File: src/verilog/ncb_pkg.sv
// package of the nonlinearity coefficient bank: register map, field layout, reset values
// assumes a device clock and a synchronous active-high reset in every user
package ncb_pkg;

	// ==========================================================================
	// register map (device register addresses, 8-bit)
	// ==========================================================================
	localparam logic [7:0] QUARTIC_LOW_CH1_LO_AND_QUAD_LOW_CH1_ADDR     = 8'had;
	localparam logic [7:0] QUARTIC_HIGH_CH1_HI_AND_QUAD_HIGH_CH1_ADDR   = 8'hae;
	localparam logic [7:0] QUARTIC_HIGH_CH1_LO_AND_QUAD_LOW_CH2_ADDR    = 8'haf;
	localparam logic [7:0] QUARTIC_LOW_CH2_HI_AND_QUAD_HIGH_CH2_ADDR    = 8'hb0;
	localparam logic [7:0] QUARTIC_LOW_CH2_LO_AND_CUBIC_HIGH_CH0_ADDR   = 8'hb1;
	localparam logic [7:0] QUARTIC_HIGH_CH2_COEFFICIENT_ADDR            = 8'hb2;

	localparam int unsigned REG_COUNT   = 6;
	localparam int unsigned INDEX_WIDTH = 3;
	localparam int unsigned REG_WIDTH   = 24;
	localparam int unsigned COEF_WIDTH  = 16;
	localparam int unsigned BYTE_WIDTH  = 8;

	// register indices, in address order from the first register of the bank
	localparam logic [INDEX_WIDTH-1:0] IDX_WORD0 = 3'h0;
	localparam logic [INDEX_WIDTH-1:0] IDX_WORD1 = 3'h1;
	localparam logic [INDEX_WIDTH-1:0] IDX_WORD2 = 3'h2;
	localparam logic [INDEX_WIDTH-1:0] IDX_WORD3 = 3'h3;
	localparam logic [INDEX_WIDTH-1:0] IDX_WORD4 = 3'h4;
	localparam logic [INDEX_WIDTH-1:0] IDX_WORD5 = 3'h5;

	// ==========================================================================
	// field layout and reset values
	// ==========================================================================
	localparam int unsigned COEF_LSB  = 0;   // 16-bit coefficient field 15:0
	localparam int unsigned COEF_MSB  = 15;
	localparam int unsigned SPLIT_LSB = 16;  // split quartic byte 23:16
	localparam int unsigned SPLIT_MSB = 23;

	localparam logic [REG_WIDTH-1:0]  REG_RESET      = 24'h000000;
	localparam logic [REG_WIDTH-1:0]  RESV_WRITE_MASK = 24'h00ffff; // reserved byte held at zero
	localparam logic [REG_WIDTH-1:0]  FULL_MASK      = 24'hffffff;
	localparam logic [COEF_WIDTH-1:0] COEF_ZERO      = 16'h0000;

	// ==========================================================================
	// channel encodings
	// ==========================================================================
	localparam logic [1:0] CHANNEL_0 = 2'h0;
	localparam logic [1:0] CHANNEL_1 = 2'h1;
	localparam logic [1:0] CHANNEL_2 = 2'h2;

endpackage

File: src/verilog/ncb_split_join.sv
// joins a fourth-order coefficient split over two registers of the bank
// assumes both register words are stable flip-flop outputs of the caller
`timescale 1ns/1ps
`default_nettype none

module ncb_split_join (
	input  wire logic [23:0] upper_word,
	input  wire logic [23:0] lower_word,
	output logic      [15:0] quartic_coef
);

	// upper byte from the lower address, lower byte from the next address
	assign quartic_coef = {upper_word[ncb_pkg::SPLIT_MSB:ncb_pkg::SPLIT_LSB],
		lower_word[ncb_pkg::SPLIT_MSB:ncb_pkg::SPLIT_LSB]};

endmodule

`default_nettype wire

File: src/verilog/ncb_nonlinearity_coeff_bank.sv
// nonlinearity coefficient bank: six 24-bit read/write coefficient registers
// assumes the host control port delivers one complete 24-bit word per write strobe,
// and that the first quartic byte of low-current channel 1 lives in a neighbouring
// register outside this bank and arrives on quartic_low_ch1_hi_byte
//
// Overview of operation
// - second-order coefficients sit in bits 15:0
// - split quartic upper byte from lower address
// - split quartic lower byte from next address
// - channel 2 high quartic register reserved byte 23:16 reads zero
// - all coefficient fields reset to zero
// - select set by channel and drive level
// - channel 0 high cubic sits in 15:0
// - channel 2 high quartic unsplit in 15:0
`timescale 1ns/1ps
`default_nettype none

module ncb_nonlinearity_coeff_bank (
	input  wire logic        core_clk,
	input  wire logic        rst,
	input  wire logic        host_wr_en,
	input  wire logic [7:0]  host_wr_addr,
	input  wire logic [23:0] host_wr_data,
	input  wire logic        host_rd_en,
	input  wire logic [7:0]  host_rd_addr,
	output logic      [23:0] host_rd_data,
	output logic             host_rd_valid,
	output logic             host_rd_hit,
	input  wire logic [7:0]  quartic_low_ch1_hi_byte,
	input  wire logic [1:0]  active_channel,
	input  wire logic        high_current,
	output logic      [15:0] sel_quad_coef,
	output logic      [15:0] sel_cubic_coef,
	output logic      [15:0] sel_quartic_coef,
	output logic             sel_quad_present,
	output logic             sel_cubic_present,
	output logic             sel_quartic_present
);

	// ==========================================================================
	// address decoding
	// ==========================================================================

	// true when the address falls on one of the six bank registers
	function automatic logic addr_hit(input logic [7:0] addr);
		addr_hit = (addr >= ncb_pkg::QUARTIC_LOW_CH1_LO_AND_QUAD_LOW_CH1_ADDR)
			&& (addr <= ncb_pkg::QUARTIC_HIGH_CH2_COEFFICIENT_ADDR);
	endfunction

	// register index of an address, only meaningful when addr_hit holds
	function automatic logic [2:0] addr_index(input logic [7:0] addr);
		logic [7:0] diff;
		diff = addr - ncb_pkg::QUARTIC_LOW_CH1_LO_AND_QUAD_LOW_CH1_ADDR;
		addr_index = diff[2:0];
	endfunction

	// ==========================================================================
	// register storage
	// ==========================================================================
	logic [23:0] coef_reg [ncb_pkg::REG_COUNT];
	logic        wr_hit;
	logic [2:0]  wr_index;

	assign wr_hit   = host_wr_en && addr_hit(host_wr_addr);
	assign wr_index = addr_index(host_wr_addr);

	// each register but the last takes the whole word in the cycle of its write strobe
	genvar gi;
	generate
		for (gi = 0; gi < ncb_pkg::REG_COUNT; gi++) begin : g_reg
			// the last register keeps its reserved upper byte at zero
			localparam logic [23:0] MASK = (gi == ncb_pkg::IDX_WORD5) ?
				ncb_pkg::RESV_WRITE_MASK : ncb_pkg::FULL_MASK;
			always_ff @(posedge core_clk) begin
				if (rst) begin
					coef_reg[gi] <= ncb_pkg::REG_RESET;
				end else if (wr_hit && (wr_index == 3'(gi))) begin
					coef_reg[gi] <= host_wr_data & MASK;
				end
			end
		end
	endgenerate

	// ==========================================================================
	// host read port
	// ==========================================================================

	// read data is registered and valid one cycle after the read strobe
	always_ff @(posedge core_clk) begin
		if (rst) begin
			host_rd_data  <= ncb_pkg::REG_RESET;
			host_rd_valid <= 1'b0;
			host_rd_hit   <= 1'b0;
		end else begin
			host_rd_valid <= host_rd_en;
			host_rd_hit   <= host_rd_en && addr_hit(host_rd_addr);
			if (host_rd_en && addr_hit(host_rd_addr)) begin
				host_rd_data <= coef_reg[addr_index(host_rd_addr)];
			end else if (host_rd_en) begin
				host_rd_data <= ncb_pkg::REG_RESET;                       // unmapped reads zero
			end
		end
	end

	// ==========================================================================
	// coefficient fields
	// ==========================================================================
	logic [15:0] quad_coef_low_current_ch1;
	logic [15:0] quad_coef_high_current_ch1;
	logic [15:0] quad_coef_low_current_ch2;
	logic [15:0] quad_coef_high_current_ch2;
	logic [15:0] cubic_coef_high_current_ch0;
	logic [15:0] quartic_coef_low_current_ch1;
	logic [15:0] quartic_coef_high_current_ch1;
	logic [15:0] quartic_coef_low_current_ch2;
	logic [15:0] quartic_coef_high_current_ch2;

	// 16-bit fields in the low bits of their registers
	assign quad_coef_low_current_ch1 =
		coef_reg[ncb_pkg::IDX_WORD0][ncb_pkg::COEF_MSB:ncb_pkg::COEF_LSB];
	assign quad_coef_high_current_ch1 =
		coef_reg[ncb_pkg::IDX_WORD1][ncb_pkg::COEF_MSB:ncb_pkg::COEF_LSB];
	assign quad_coef_low_current_ch2 =
		coef_reg[ncb_pkg::IDX_WORD2][ncb_pkg::COEF_MSB:ncb_pkg::COEF_LSB];
	assign quad_coef_high_current_ch2 =
		coef_reg[ncb_pkg::IDX_WORD3][ncb_pkg::COEF_MSB:ncb_pkg::COEF_LSB];
	assign cubic_coef_high_current_ch0 =
		coef_reg[ncb_pkg::IDX_WORD4][ncb_pkg::COEF_MSB:ncb_pkg::COEF_LSB];
	assign quartic_coef_high_current_ch2 =
		coef_reg[ncb_pkg::IDX_WORD5][ncb_pkg::COEF_MSB:ncb_pkg::COEF_LSB];

	// low-current channel 1 quartic: upper byte from the neighbour below the bank
	assign quartic_coef_low_current_ch1 = {quartic_low_ch1_hi_byte,
		coef_reg[ncb_pkg::IDX_WORD0][ncb_pkg::SPLIT_MSB:ncb_pkg::SPLIT_LSB]};

	// split quartic pairs held wholly inside the bank
	ncb_split_join u_join_high_ch1 (
		.upper_word   (coef_reg[ncb_pkg::IDX_WORD1]),
		.lower_word   (coef_reg[ncb_pkg::IDX_WORD2]),
		.quartic_coef (quartic_coef_high_current_ch1)
	);

	ncb_split_join u_join_low_ch2 (
		.upper_word   (coef_reg[ncb_pkg::IDX_WORD3]),
		.lower_word   (coef_reg[ncb_pkg::IDX_WORD4]),
		.quartic_coef (quartic_coef_low_current_ch2)
	);

	// ==========================================================================
	// coefficient set selection
	// ==========================================================================
	logic [15:0] quad_next;
	logic [15:0] cubic_next;
	logic [15:0] quartic_next;
	logic        quad_present_next;
	logic        cubic_present_next;
	logic        quartic_present_next;

	// pick the set of the active channel at its drive level; terms stored
	// outside this bank read as zero with their present flag low
	always_comb begin
		quad_next            = ncb_pkg::COEF_ZERO;
		cubic_next           = ncb_pkg::COEF_ZERO;
		quartic_next         = ncb_pkg::COEF_ZERO;
		quad_present_next    = 1'b0;
		cubic_present_next   = 1'b0;
		quartic_present_next = 1'b0;
		case (active_channel)
			ncb_pkg::CHANNEL_0: begin
				if (high_current) begin
					cubic_next         = cubic_coef_high_current_ch0;
					cubic_present_next = 1'b1;
				end
			end
			ncb_pkg::CHANNEL_1: begin
				quad_present_next    = 1'b1;
				quartic_present_next = 1'b1;
				if (high_current) begin
					quad_next    = quad_coef_high_current_ch1;
					quartic_next = quartic_coef_high_current_ch1;
				end else begin
					quad_next    = quad_coef_low_current_ch1;
					quartic_next = quartic_coef_low_current_ch1;
				end
			end
			ncb_pkg::CHANNEL_2: begin
				quad_present_next    = 1'b1;
				quartic_present_next = 1'b1;
				if (high_current) begin
					quad_next    = quad_coef_high_current_ch2;
					quartic_next = quartic_coef_high_current_ch2;
				end else begin
					quad_next    = quad_coef_low_current_ch2;
					quartic_next = quartic_coef_low_current_ch2;
				end
			end
			default: begin
				quad_next = ncb_pkg::COEF_ZERO;                           // no fourth channel
			end
		endcase
	end

	// selected coefficients registered, one cycle behind channel and level
	always_ff @(posedge core_clk) begin
		if (rst) begin
			sel_quad_coef       <= ncb_pkg::COEF_ZERO;
			sel_cubic_coef      <= ncb_pkg::COEF_ZERO;
			sel_quartic_coef    <= ncb_pkg::COEF_ZERO;
			sel_quad_present    <= 1'b0;
			sel_cubic_present   <= 1'b0;
			sel_quartic_present <= 1'b0;
		end else begin
			sel_quad_coef       <= quad_next;
			sel_cubic_coef      <= cubic_next;
			sel_quartic_coef    <= quartic_next;
			sel_quad_present    <= quad_present_next;
			sel_cubic_present   <= cubic_present_next;
			sel_quartic_present <= quartic_present_next;
		end
	end

endmodule

`default_nettype wire

File: config.mk
export PLATFORM = sky130hd
export DESIGN_NAME = ncb_nonlinearity_coeff_bank
export DESIGN_NICKNAME = d
export VERILOG_FILES = /design/src/verilog/ncb_pkg.sv /design/src/verilog/ncb_split_join.sv /design/src/verilog/ncb_nonlinearity_coeff_bank.sv
export SDC_FILE = /design/constraint.sdc
export NUM_CORES = 1
export LEC_CHECK = 0
export BUFFER_PORTS_ARGS = -buffer_cell sky130_fd_sc_hd__buf_2
export CORE_MARGIN = 2
export CORE_UTILIZATION = 45
export CTS_CLUSTER_DIAMETER = 40
export CTS_CLUSTER_SIZE = 16
export DETAILED_ROUTE_END_ITERATION = 7
export HOLD_SLACK_MARGIN = 0.05
export PLACE_DENSITY = 0.65
export REMOVE_ABC_BUFFERS = 1
export SLEW_MARGIN = 20
export SYNTH_ARGS = -nofsm -noshare
export SYNTH_HDL_FRONTEND = slang
export SYNTH_SLANG_ARGS = --single-unit
File: constraint.sdc
create_clock -name core_clk -period 7.5 [get_ports core_clk]
set_input_delay 0.75 -clock core_clk [delete_from_list [all_inputs] [get_ports core_clk]]
set_output_delay 0.75 -clock core_clk [all_outputs]
set_load 0.005 [all_outputs]
==> results of run 1 <==
## layer usage
| metal | GRT usage | routed length [um] | vias to the layer above |
|---|---|---|---|
| li1 | - | - | 2910 |
| met1 | 0.320 | 10800 | 3169 |
| met2 | 0.374 | 12000 | 293 |
| met3 | 0.0293 | 2000 | 35 |
| met4 | 0.0600 | 427 | 0 |
| met5 | 0 | 0 | - |
## cells in the mapped netlist (10+ instances only)
library cell	number
mux4_2	16
buf_2	13
and2_1	16
dfxtp_1	76
nor2_1	168
nor2b_1	10
a22o_1	24
edfxtp_1	136
mux2_2	96
a22oi_1	32
clkbuf_1	24
nand2b_1	27
## path summary, 6_finish.rpt
check             cells after the start                 end            start  slack, ns
hold / removal                        1  sel_cubic_coef[12]  coef_reg[4][12]       0.47
setup reg to reg                      3     host_rd_data[1]   coef_reg[2][1]       6.07
hold reg to reg                       1  sel_cubic_coef[12]  coef_reg[4][12]       0.47
setup / recovery                      7    host_rd_data[14]  host_rd_addr[0]       3.98
## through the flow
stage | util | cell area [um2] | cells | hold WS (ns) | worst slack (ns)
after floorplan | - | 9030 | 677 | 0.443 | 4.19
after global placement | 0.502 | 10200 | 1094 | 0.458 | 3.52
after detailed placement | 0.502 | 10200 | 1094 | 0.461 | 3.43
after CTS | 0.555 | 11300 | 1150 | 0.474 | 4.00
after global routing | 0.555 | 11300 | 1150 | 0.495 | 3.79
final | 0.555 | 11300 | 1150 | 0.472 | 3.98
## cell families (layout without fill, tap and decap cells)
group / after synthesis / count (layout) / share of synthesized area
adder cells (fa/ha/maj): 7 / 7 / 0.00941
flip-flops: 212 / 212 / 0.602
multiplexers: 120 / 120 / 0.163
buffers and inverters: 58 / 212 / 0.0332
AND/OR/NAND/NOR: 238 / 238 / 0.117
XOR/XNOR: 2 / 2 / 0.00188
AO/OA/AOI/OAI: 89 / 89 / 0.0727
## area by class of cell
type	instances	area, um2	area share
flip-flops and latches	212	5610	0.497
repair buffers	147	776	0.0688
inverters	9	33.8	0.00300
multi-input cells	456	3440	0.305
well taps	270	338	0.0300
clock buffers	34	828	0.0735
clock inverters	22	250	0.0222
## critical path: cells and delay by family
family | cells | cell delay [ns]
buffers and inverters | 3 | 1.43
AO/OA/AOI/OAI | 1 | 0.19
adder cells (fa/ha/maj) | 1 | 0.67
multiplexers | 2 | 0.86
## power by group through the flow
| stage | clock, mW | combinational, mW | sequential [mW] |
|---|---|---|---|
| final | 1.48 | 0.249 | 1.31 |
| after global routing | 1.54 | 0.267 | 1.32 |
| after CTS | 1.49 | 0.248 | 1.31 |
| after detailed placement | 0 | 0.247 | 1.34 |
| after global placement | 0 | 0.244 | 1.33 |
| after floorplan | 0 | 0.153 | 1.33 |
==> run_results.csv, run 1 <==
group,metric,value,unit
setup_path,cp-start-kind,"input port",
global_routing,overflow,0,
detailed_routing,vias,6407,
clocking,cts.repair.resized,0,
timing,fin_tns_setup,0,ns
timing,maxSlewViolCount,0,
power_and_ir_drop,power_frac_clock,0.486,
floorplan,io_pins,132,
clocking,clock-root-buffer,"clkbuf_16",
power_and_ir_drop,p_int,2.31,mW
clocking,cts_setup_buffers,0,
clocking,cts_hold_buffers,0,
power_and_ir_drop,power_density,269,mW/mm2
timing,timing.max_slew.rel_slack,0.244,
synth,ys_types,35,
clocking,cts_num_sinks,212,
setup_path,cp_data_required_time,7.93,ns
detailed_routing,drtIter0Drc,499,
synth,synth.area.top_cells,"edfxtp_1 44%, dfxtp_1 16%, mux2_2 12%",
cells_and_area,layout_common_cells,"166 x nor2_1, 136 x edfxtp_1, 131 x buf_2, 96 x mux2_2, 76 x dfxtp_1",
cells_and_area,area_delta_synth_final,21.1,%
global_routing,antenna_found_initial,0,
timing,post-route-min-period,3.52,ns
synth,ys_seq_area_frac,0.602,
power_and_ir_drop,p_leak,4.28,nW
cells_and_area,layout.nets,918,
synth,post-synth-top-area-cell,"edfxtp_1",
setup_path,worst_setup_path_end_kind,"flop",
floorplan,die_y,148,um
power_and_ir_drop,irDropWorstVdd,0.196,mV
setup_path,path_class,"in2reg",
floorplan,fp.dieW,148,um
detailed_routing,avgViaCountPerCell,5.57,
synth,yosys_most_used_dff,"edfxtp_1",
clocking,clock_latency,0.54,ns
detailed_routing,dr.pass1.iters,5,
outcome,outcome,"finished clean",
clocking,numCtsBuffers,30,
synth,ys_ff_latch,212,
power_and_ir_drop,switchingPower,721,uW
setup_path,path_cells,"buf_2 -> inv_1 -> ha_2 -> buf_4 -> mux2_2 -> mux4_2 -> a22o_1",
placement,io_buffers,131,
clocking,clockBufferDepth,3,
detailed_routing,remaining_drc_errors,0,
power_and_ir_drop,pwr-share-comb,0.082,
detailed_routing,wirelength,25200,um
power_and_ir_drop,power.total,3.03,mW
global_routing,grt_pass1_vias,6527,
cells_and_area,fill_cells,1749,
timing,skew,0.0131,ns
floorplan,coreArea,0.0203,mm2
synth,async_flop_share,0,
synth,yosysTopAreaCellShare,0.439,
timing,worst_slew_pin_slew,1.13,ns
timing,hold_viol,0,
detailed_routing,wire_per_inst,21.9,um
detailed_routing,ant_nets,0,
synth,ys_warn_count,0,
synth,syn_area,0.00931,mm2
cells_and_area,layout_commonest_cell,"nor2_1",
floorplan,start_util,0.459,
timing,grt_setup_unrepaired,"no",
setup_path,slowest_delay,0.68,ns
cells_and_area,drive_gt1_frac,0.378,
synth,syn_inst,726,
timing,setup_viol,0,
power_and_ir_drop,seqPwrFrac,0.432,
floorplan,die_area,0.0219,mm2
synth,syn_avg_cell_area,12.8,um2
synth,synth-edff-count,136,
cells_and_area,antenna_cells,0,
timing,clock.fmax,284,MHz
floorplan,num_rows,52,
clocking,cts.clk_slew.worst_paths,0.06,ns
global_routing,grt_pass1_wl,37600,um
setup_path,worstPathMaxFanout,40,
placement,place_congestion,0.769,
clocking,h-tree-depth,1,
setup_path,critPathSlowestCell,"buf_2",
min_path,hold_path_class,"reg2reg",
global_routing,track_usage,0.227,
power_and_ir_drop,netSwitchingFraction,0.237,
placement,hpwl,14200,um
run,cap_viol_max_count,0,
cells_and_area,largest_reg_flops,136,
clocking,cts_tree,"yes",
setup_path,cp.arrival,3.95,ns
global_routing,grt_max_degree,66,
timing,post-route-period-util,0.470,
(Power assumes the default switching activity.)
==> run 2, diff against run 1 <==
==> constraint.sdc (replaced) <==
create_clock -name core_clk -period 3.5 [get_ports core_clk]
set_input_delay 0.35 -clock core_clk [delete_from_list [all_inputs] [get_ports core_clk]]
set_output_delay 0.35 -clock core_clk [all_outputs]
set_load 0.005 [all_outputs]
==> run 2 against run 1 <==
Net effect:
- first-iteration DRC count up 22%
- sequential share of layout area fell by 0.29 points
- die area unchanged
- utilization rose by 0.33 points
- register-to-register slack got worse by 4.0 ns
- count of clock-buffer cells in the layout grew 10
- sequential cell count unchanged
- critical path type unchanged
==> run_results.csv, run 2 (synthesized netlist as in run 1, its figures left out) <==
group,metric,value,unit
timing,timing.max_slew.rel_slack,0.463,
cells_and_area,layout_commonest_cell,"nor2_1",
cells_and_area,area_delta_synth_final,21.8,%
global_routing,track_usage,0.226,
detailed_routing,vias,6301,
timing,grt_setup_unrepaired,"no",
setup_path,critical_path.most_common_cell,"buf_4",
outcome,outcome,"finished clean",
cells_and_area,layout.nets,931,
detailed_routing,wire_per_inst,21.2,um
clocking,cts_num_sinks,212,
setup_path,worstPathMaxFanout,25,
run,cap_viol_max_count,0,
global_routing,grt_pass1_vias,6480,
detailed_routing,drtIter0Drc,610,
min_path,min_to,"host_rd_valid",
floorplan,io_pins,132,
placement,hpwl,15200,um
clocking,cts_tree,"yes",
clocking,cts.repair.resized,0,
min_path,holdPathStages,2,
timing,worst_slew_pin_slew,0.804,ns
detailed_routing,avgViaCountPerCell,5.42,
global_routing,grt_max_degree,49,
setup_path,cp.arrival,2.25,ns
setup_path,crit-reg2reg-launch,"coef_reg[1][8]",
setup_path,cp-start-kind,"input port",
clocking,clock-root-buffer,"clkbuf_16",
floorplan,num_rows,52,
setup_path,critPathSlowestCell,"a2111oi_2",
cells_and_area,layout_common_cells,"167 x nor2_1, 136 x edfxtp_1, 131 x buf_2, 96 x mux2_2, 76 x dfxtp_1",
floorplan,die_y,148,um
setup_path,worst_setup_path_end_kind,"flop",
timing,setup_viol,0,
floorplan,start_util,0.459,
global_routing,antenna_found_initial,0,
placement,io_buffers,131,
global_routing,overflow,0,
placement,place_congestion,0.799,
min_path,hold_path.startpoint,"host_rd_en",
detailed_routing,wirelength,24700,um
clocking,cts_hold_buffers,0,
setup_path,path_cells,"buf_2 -> a2111oi_2 -> o2111ai_2 -> buf_4 -> or2b_1 -> buf_4",
timing,fin_tns_setup,0,ns
timing,clock.fmax,486,MHz
global_routing,grt_pass1_wl,37600,um
power_and_ir_drop,power_density,559,mW/mm2
cells_and_area,drive_gt1_frac,0.377,
setup_path,ff2ff_setup_slack,2.03,ns
clocking,h-tree-depth,1,
clocking,cts.clk_slew.worst_paths,0.05,ns
setup_path,cp_data_required_time,3.69,ns
clocking,cts_setup_buffers,0,
floorplan,die_area,0.0219,mm2
timing,whs,0.0977,ns
detailed_routing,remaining_drc_errors,0,
clocking,numCtsBuffers,31,
floorplan,fp.dieW,148,um
setup_path,rr_worst_depth,3,
power_and_ir_drop,p_leak,4.36,nW
timing,skew,0.0157,ns
cells_and_area,largest_reg_flops,136,
timing,maxSlewViolCount,0,
floorplan,coreArea,0.0203,mm2
timing,post-route-period-util,0.588,
setup_path,path_class,"in2reg",
detailed_routing,ant_nets,0,
power_and_ir_drop,irDropWorstVdd,0.365,mV
setup_path,r2r-end,"host_rd_data[8]",
cells_and_area,antenna_cells,0,
timing,post-route-min-period,2.06,ns
timing,hold_viol,0,
min_path,hold_path_class,"in2reg",
clocking,clockBufferDepth,3,
detailed_routing,dr.pass1.iters,4,
setup_path,slowest_delay,0.77,ns
clocking,clock_latency,0.55,ns
-- run 2: changes by cell type in the layout (fill, tap and decap cells not counted), moves of 4 or more --
| cell | before | now |
|---|---|---|
| clkbuf_1 | 0 | 6 |
| buf_4 | 16 | 25 |
| clkinv_4 | 6 | 2 |
| clkinv_2 | 1 | 6 |
| clkinvlp_4 | 4 | 0 |
-- run 2: per-layer routing --
layer	wire length, um	global-route usage
met1	10700	0.316
met2	11400	0.363
met3	1980	0.0417
met4	544	0.0695
met5	0	0
-- run 2: critical path: cells and delay by family --
| kind | cells | cell delay, ns |
|---|---|---|
| AO/OA/AOI/OAI | 2 | 0.93 |
| AND/OR/NAND/NOR | 1 | 0.19 |
| buffers and inverters | 3 | 0.76 |
-- run 2: through the flow --
step	worst slack (ns)	util	instances	power (mW)	cell area, um2
finish	1.44	0.559	1163	6.34	11300
global route	1.33	0.559	1163	6.55	11300
CTS	1.46	0.558	1163	6.38	11300
detailed placement	0.893	0.508	1106	3.41	10300
global placement	0.944	0.508	1106	3.40	10300
floorplan	0.588	-	677	3.17	9030
-- run 2: power by group --
| part | internal, mW | switching [mW] | total [mW] |
|---|---|---|---|
| clock network | 1.87 | 1.11 | 2.98 |
| logic | 0.254 | 0.297 | 0.551 |
| registers | 2.76 | 0.0533 | 2.81 |
-- run 2: cell type report --
cell class | count | area (um2)
Fill cell | 1775 | 8960
Sequential cell | 212 | 5610
Clock buffer | 44 | 940
Tap cell | 270 | 338
Timing Repair Buffer | 159 | 903
Clock inverter | 13 | 78.8
Multi-Input combinational cell | 456 | 3440
Inverter | 9 | 33.8
-- run 2: worst max-delay path by stage --
stage / startpoint / end / slack [ns] / cells past startpoint
after floorplan: host_rd_addr[0] / host_rd_data[0] / 0.59 / 5
final: host_wr_addr[0] / coef_reg[1][18] / 1.44 / 6
after global placement: host_wr_addr[0] / coef_reg[1][11] / 0.94 / 6
after global routing: host_wr_addr[0] / coef_reg[1][7] / 1.33 / 6
after CTS: host_wr_addr[0] / coef_reg[1][7] / 1.46 / 6
after detailed placement: host_wr_addr[0] / coef_reg[1][14] / 0.89 / 6
==> run 3, diff against run 2 <==
--- a/config.mk
+++ b/config.mk
@@ -12,7 +12,7 @@
 export CTS_CLUSTER_SIZE = 16
 export DETAILED_ROUTE_END_ITERATION = 7
 export HOLD_SLACK_MARGIN = 0.05
-export PLACE_DENSITY = 0.65
+export PLACE_DENSITY = 0.68
 export REMOVE_ABC_BUFFERS = 1
 export SLEW_MARGIN = 20
 export SYNTH_ARGS = -nofsm -noshare
==> constraint.sdc (replaced) <==
create_clock -name core_clk -period 1.7 [get_ports core_clk]
set_input_delay 0.17 -clock core_clk [delete_from_list [all_inputs] [get_ports core_clk]]
set_output_delay 0.17 -clock core_clk [all_outputs]
set_load 0.005 [all_outputs]
==> run 3 against run 2 <==
Net effect:
- die area did not move
- combinational power rose by 120%
- setup slack got worse by 1.2 ns
- sequential share of layout area fell by 1.2 points
- wire length barely moved
- design area rose by 2.4%
- critical path depth rose by 1
- via count rose by 1.3%
==> run_results.csv, run 3 (synthesized netlist as in run 1, its figures left out) <==
group,metric,value,unit
clocking,h-tree-depth,1,
detailed_routing,wire_per_inst,21.0,um
timing,worst_slew_pin_slew,0.521,ns
clocking,numCtsBuffers,29,
cells_and_area,layout_common_cells,"167 x nor2_1, 136 x edfxtp_1, 131 x buf_2, 96 x mux2_2, 76 x dfxtp_1",
clocking,cts_setup_buffers,0,
setup_path,worst_setup_path_end_kind,"flop",
timing,timing.max_slew.rel_slack,0.653,
cells_and_area,area_delta_synth_final,24.8,%
timing,fin_tns_setup,0,ns
detailed_routing,avgViaCountPerCell,5.43,
cells_and_area,largest_reg_flops,136,
detailed_routing,vias,6386,
min_path,hold_path_class,"in2reg",
detailed_routing,dr.pass1.iters,5,
timing,grt_setup_unrepaired,"no",
timing,setup_viol,0,
global_routing,track_usage,0.222,
run,cap_viol_max_count,0,
setup_path,cp-start-kind,"input port",
cells_and_area,layout_commonest_cell,"nor2_1",
global_routing,antenna_found_initial,0,
clocking,clock-root-buffer,"clkbuf_16",
placement,io_buffers,131,
timing,post-route-period-util,0.874,
detailed_routing,remaining_drc_errors,0,
setup_path,cp_data_required_time,2.13,ns
detailed_routing,ant_nets,0,
global_routing,grt_pass1_wl,37100,um
timing,worst_slack,0.214,ns
timing,skew,0.0211,ns
floorplan,die_area,0.0219,mm2
floorplan,io_pins,132,
cells_and_area,drive_gt1_frac,0.383,
setup_path,cp.arrival,1.92,ns
floorplan,fp.dieW,148,um
floorplan,num_rows,52,
global_routing,use_met3,0.0380,
timing,clock.fmax,673,MHz
placement,hpwl,14800,um
detailed_routing,drtIter0Drc,535,
clocking,cts.clk_slew.worst_paths,0.06,ns
clocking,clockBufferDepth,3,
floorplan,coreArea,0.0203,mm2
power_and_ir_drop,p_leak,4.46,nW
cells_and_area,layout.nets,945,
detailed_routing,wirelength,24700,um
floorplan,die_y,148,um
global_routing,use_met2,0.354,
clocking,cts_tree,"yes",
timing,maxSlewViolCount,0,
power_and_ir_drop,power.total,13.3,mW
global_routing,overflow,0,
global_routing,grt_max_degree,52,
floorplan,start_util,0.459,
clocking,cts_num_sinks,212,
global_routing,grt.busiest_layer,"met2",
power_and_ir_drop,power_density,1150,mW/mm2
timing,post-route-min-period,1.49,ns
power_and_ir_drop,irDropWorstVdd,0.558,mV
outcome,outcome,"finished clean",
timing,hold_viol,0,
global_routing,grt_pass1_vias,6543,
placement,place_congestion,0.787,
setup_path,worstPathMaxFanout,18,
clocking,clock_latency,0.55,ns
global_routing,grtUsageMet1,0.318,
placement,place_worst_setup_slack,-0.320,ns
cells_and_area,antenna_cells,0,
cells_and_area,final_util,0.572,
setup_path,path_class,"in2reg",
## run 3: changes by cell type in the layout (fill, tap and decap cells not counted), sizes merged
cell and change:
buf +11, clkbuf -8, clkinv -6, dlygate4sd3 +5, inv +5, bufinv +3
clkinvlp +3
## run 3: worst paths after layout
path / startpoint / end / slack (ns) / cells past startpoint
max reg2reg: coef_reg[3][3] / host_rd_data[3] / 0.25 / 3
max: host_rd_addr[0] / host_rd_data[3] / 0.21 / 7
min: host_wr_data[3] / coef_reg[3][3] / 0.06 / 3
min reg2reg: host_rd_data[13] / host_rd_data[13] / 0.47 / 1
## run 3: critical path, stage by stage
cell	delay [ns]
buf_2	0.10
inv_1	0.06
ha_2	0.38
buf_12	0.19
mux2_2	0.35
mux4_2	0.47
a22o_1	0.19
## run 3: power breakdown
group          internal [mW]  switching, mW  total (mW)
Sequential              5.68          0.108        5.79
Combinational          0.589          0.622        1.21
Clock                   3.90           2.41        6.31
## run 3: per-stage QoR
stage	hold slack (ns)	std cells	area, um2
2_1_floorplan	0.253	677	9030
3_3_place_gp	0.467	1117	10500
3_5_place_dp	0.457	1117	10500
4_1_cts	0.0563	1176	11600
5_1_grt	0.0709	1176	11600
6_report	0.0610	1176	11600
## run 3: routing by layer
| metal | wire length, um | part of all wire | vias up |
|---|---|---|---|
| met5 | 0 | 0 | - |
| met3 | 1910 | 0.077 | 40 |
| met2 | 11300 | 0.46 | 293 |
| met1 | 11000 | 0.45 | 3092 |
| met4 | 437 | 0.018 | 0 |
| li1 | - | - | 2961 |
## run 3: what timing repair did
| item | 4_1_cts | 5_1_grt |
|---|---|---|
| setup endpoints to repair | 0 | 0 |
| hold buffers | 5 | 0 |
| gates resized for setup | 0 | 0 |
| hold endpoints to repair | 5 | 0 |
## run 3: layout make-up
type                            count  area (um2)
Inverter                            9        33.8
Clock inverter                     18         228
Tap cell                          270         338
Sequential cell                   212        5610
Clock buffer                       36         805
Fill cell                        1704        8680
Multi-Input combinational cell    456        3440
Timing Repair Buffer              175        1170
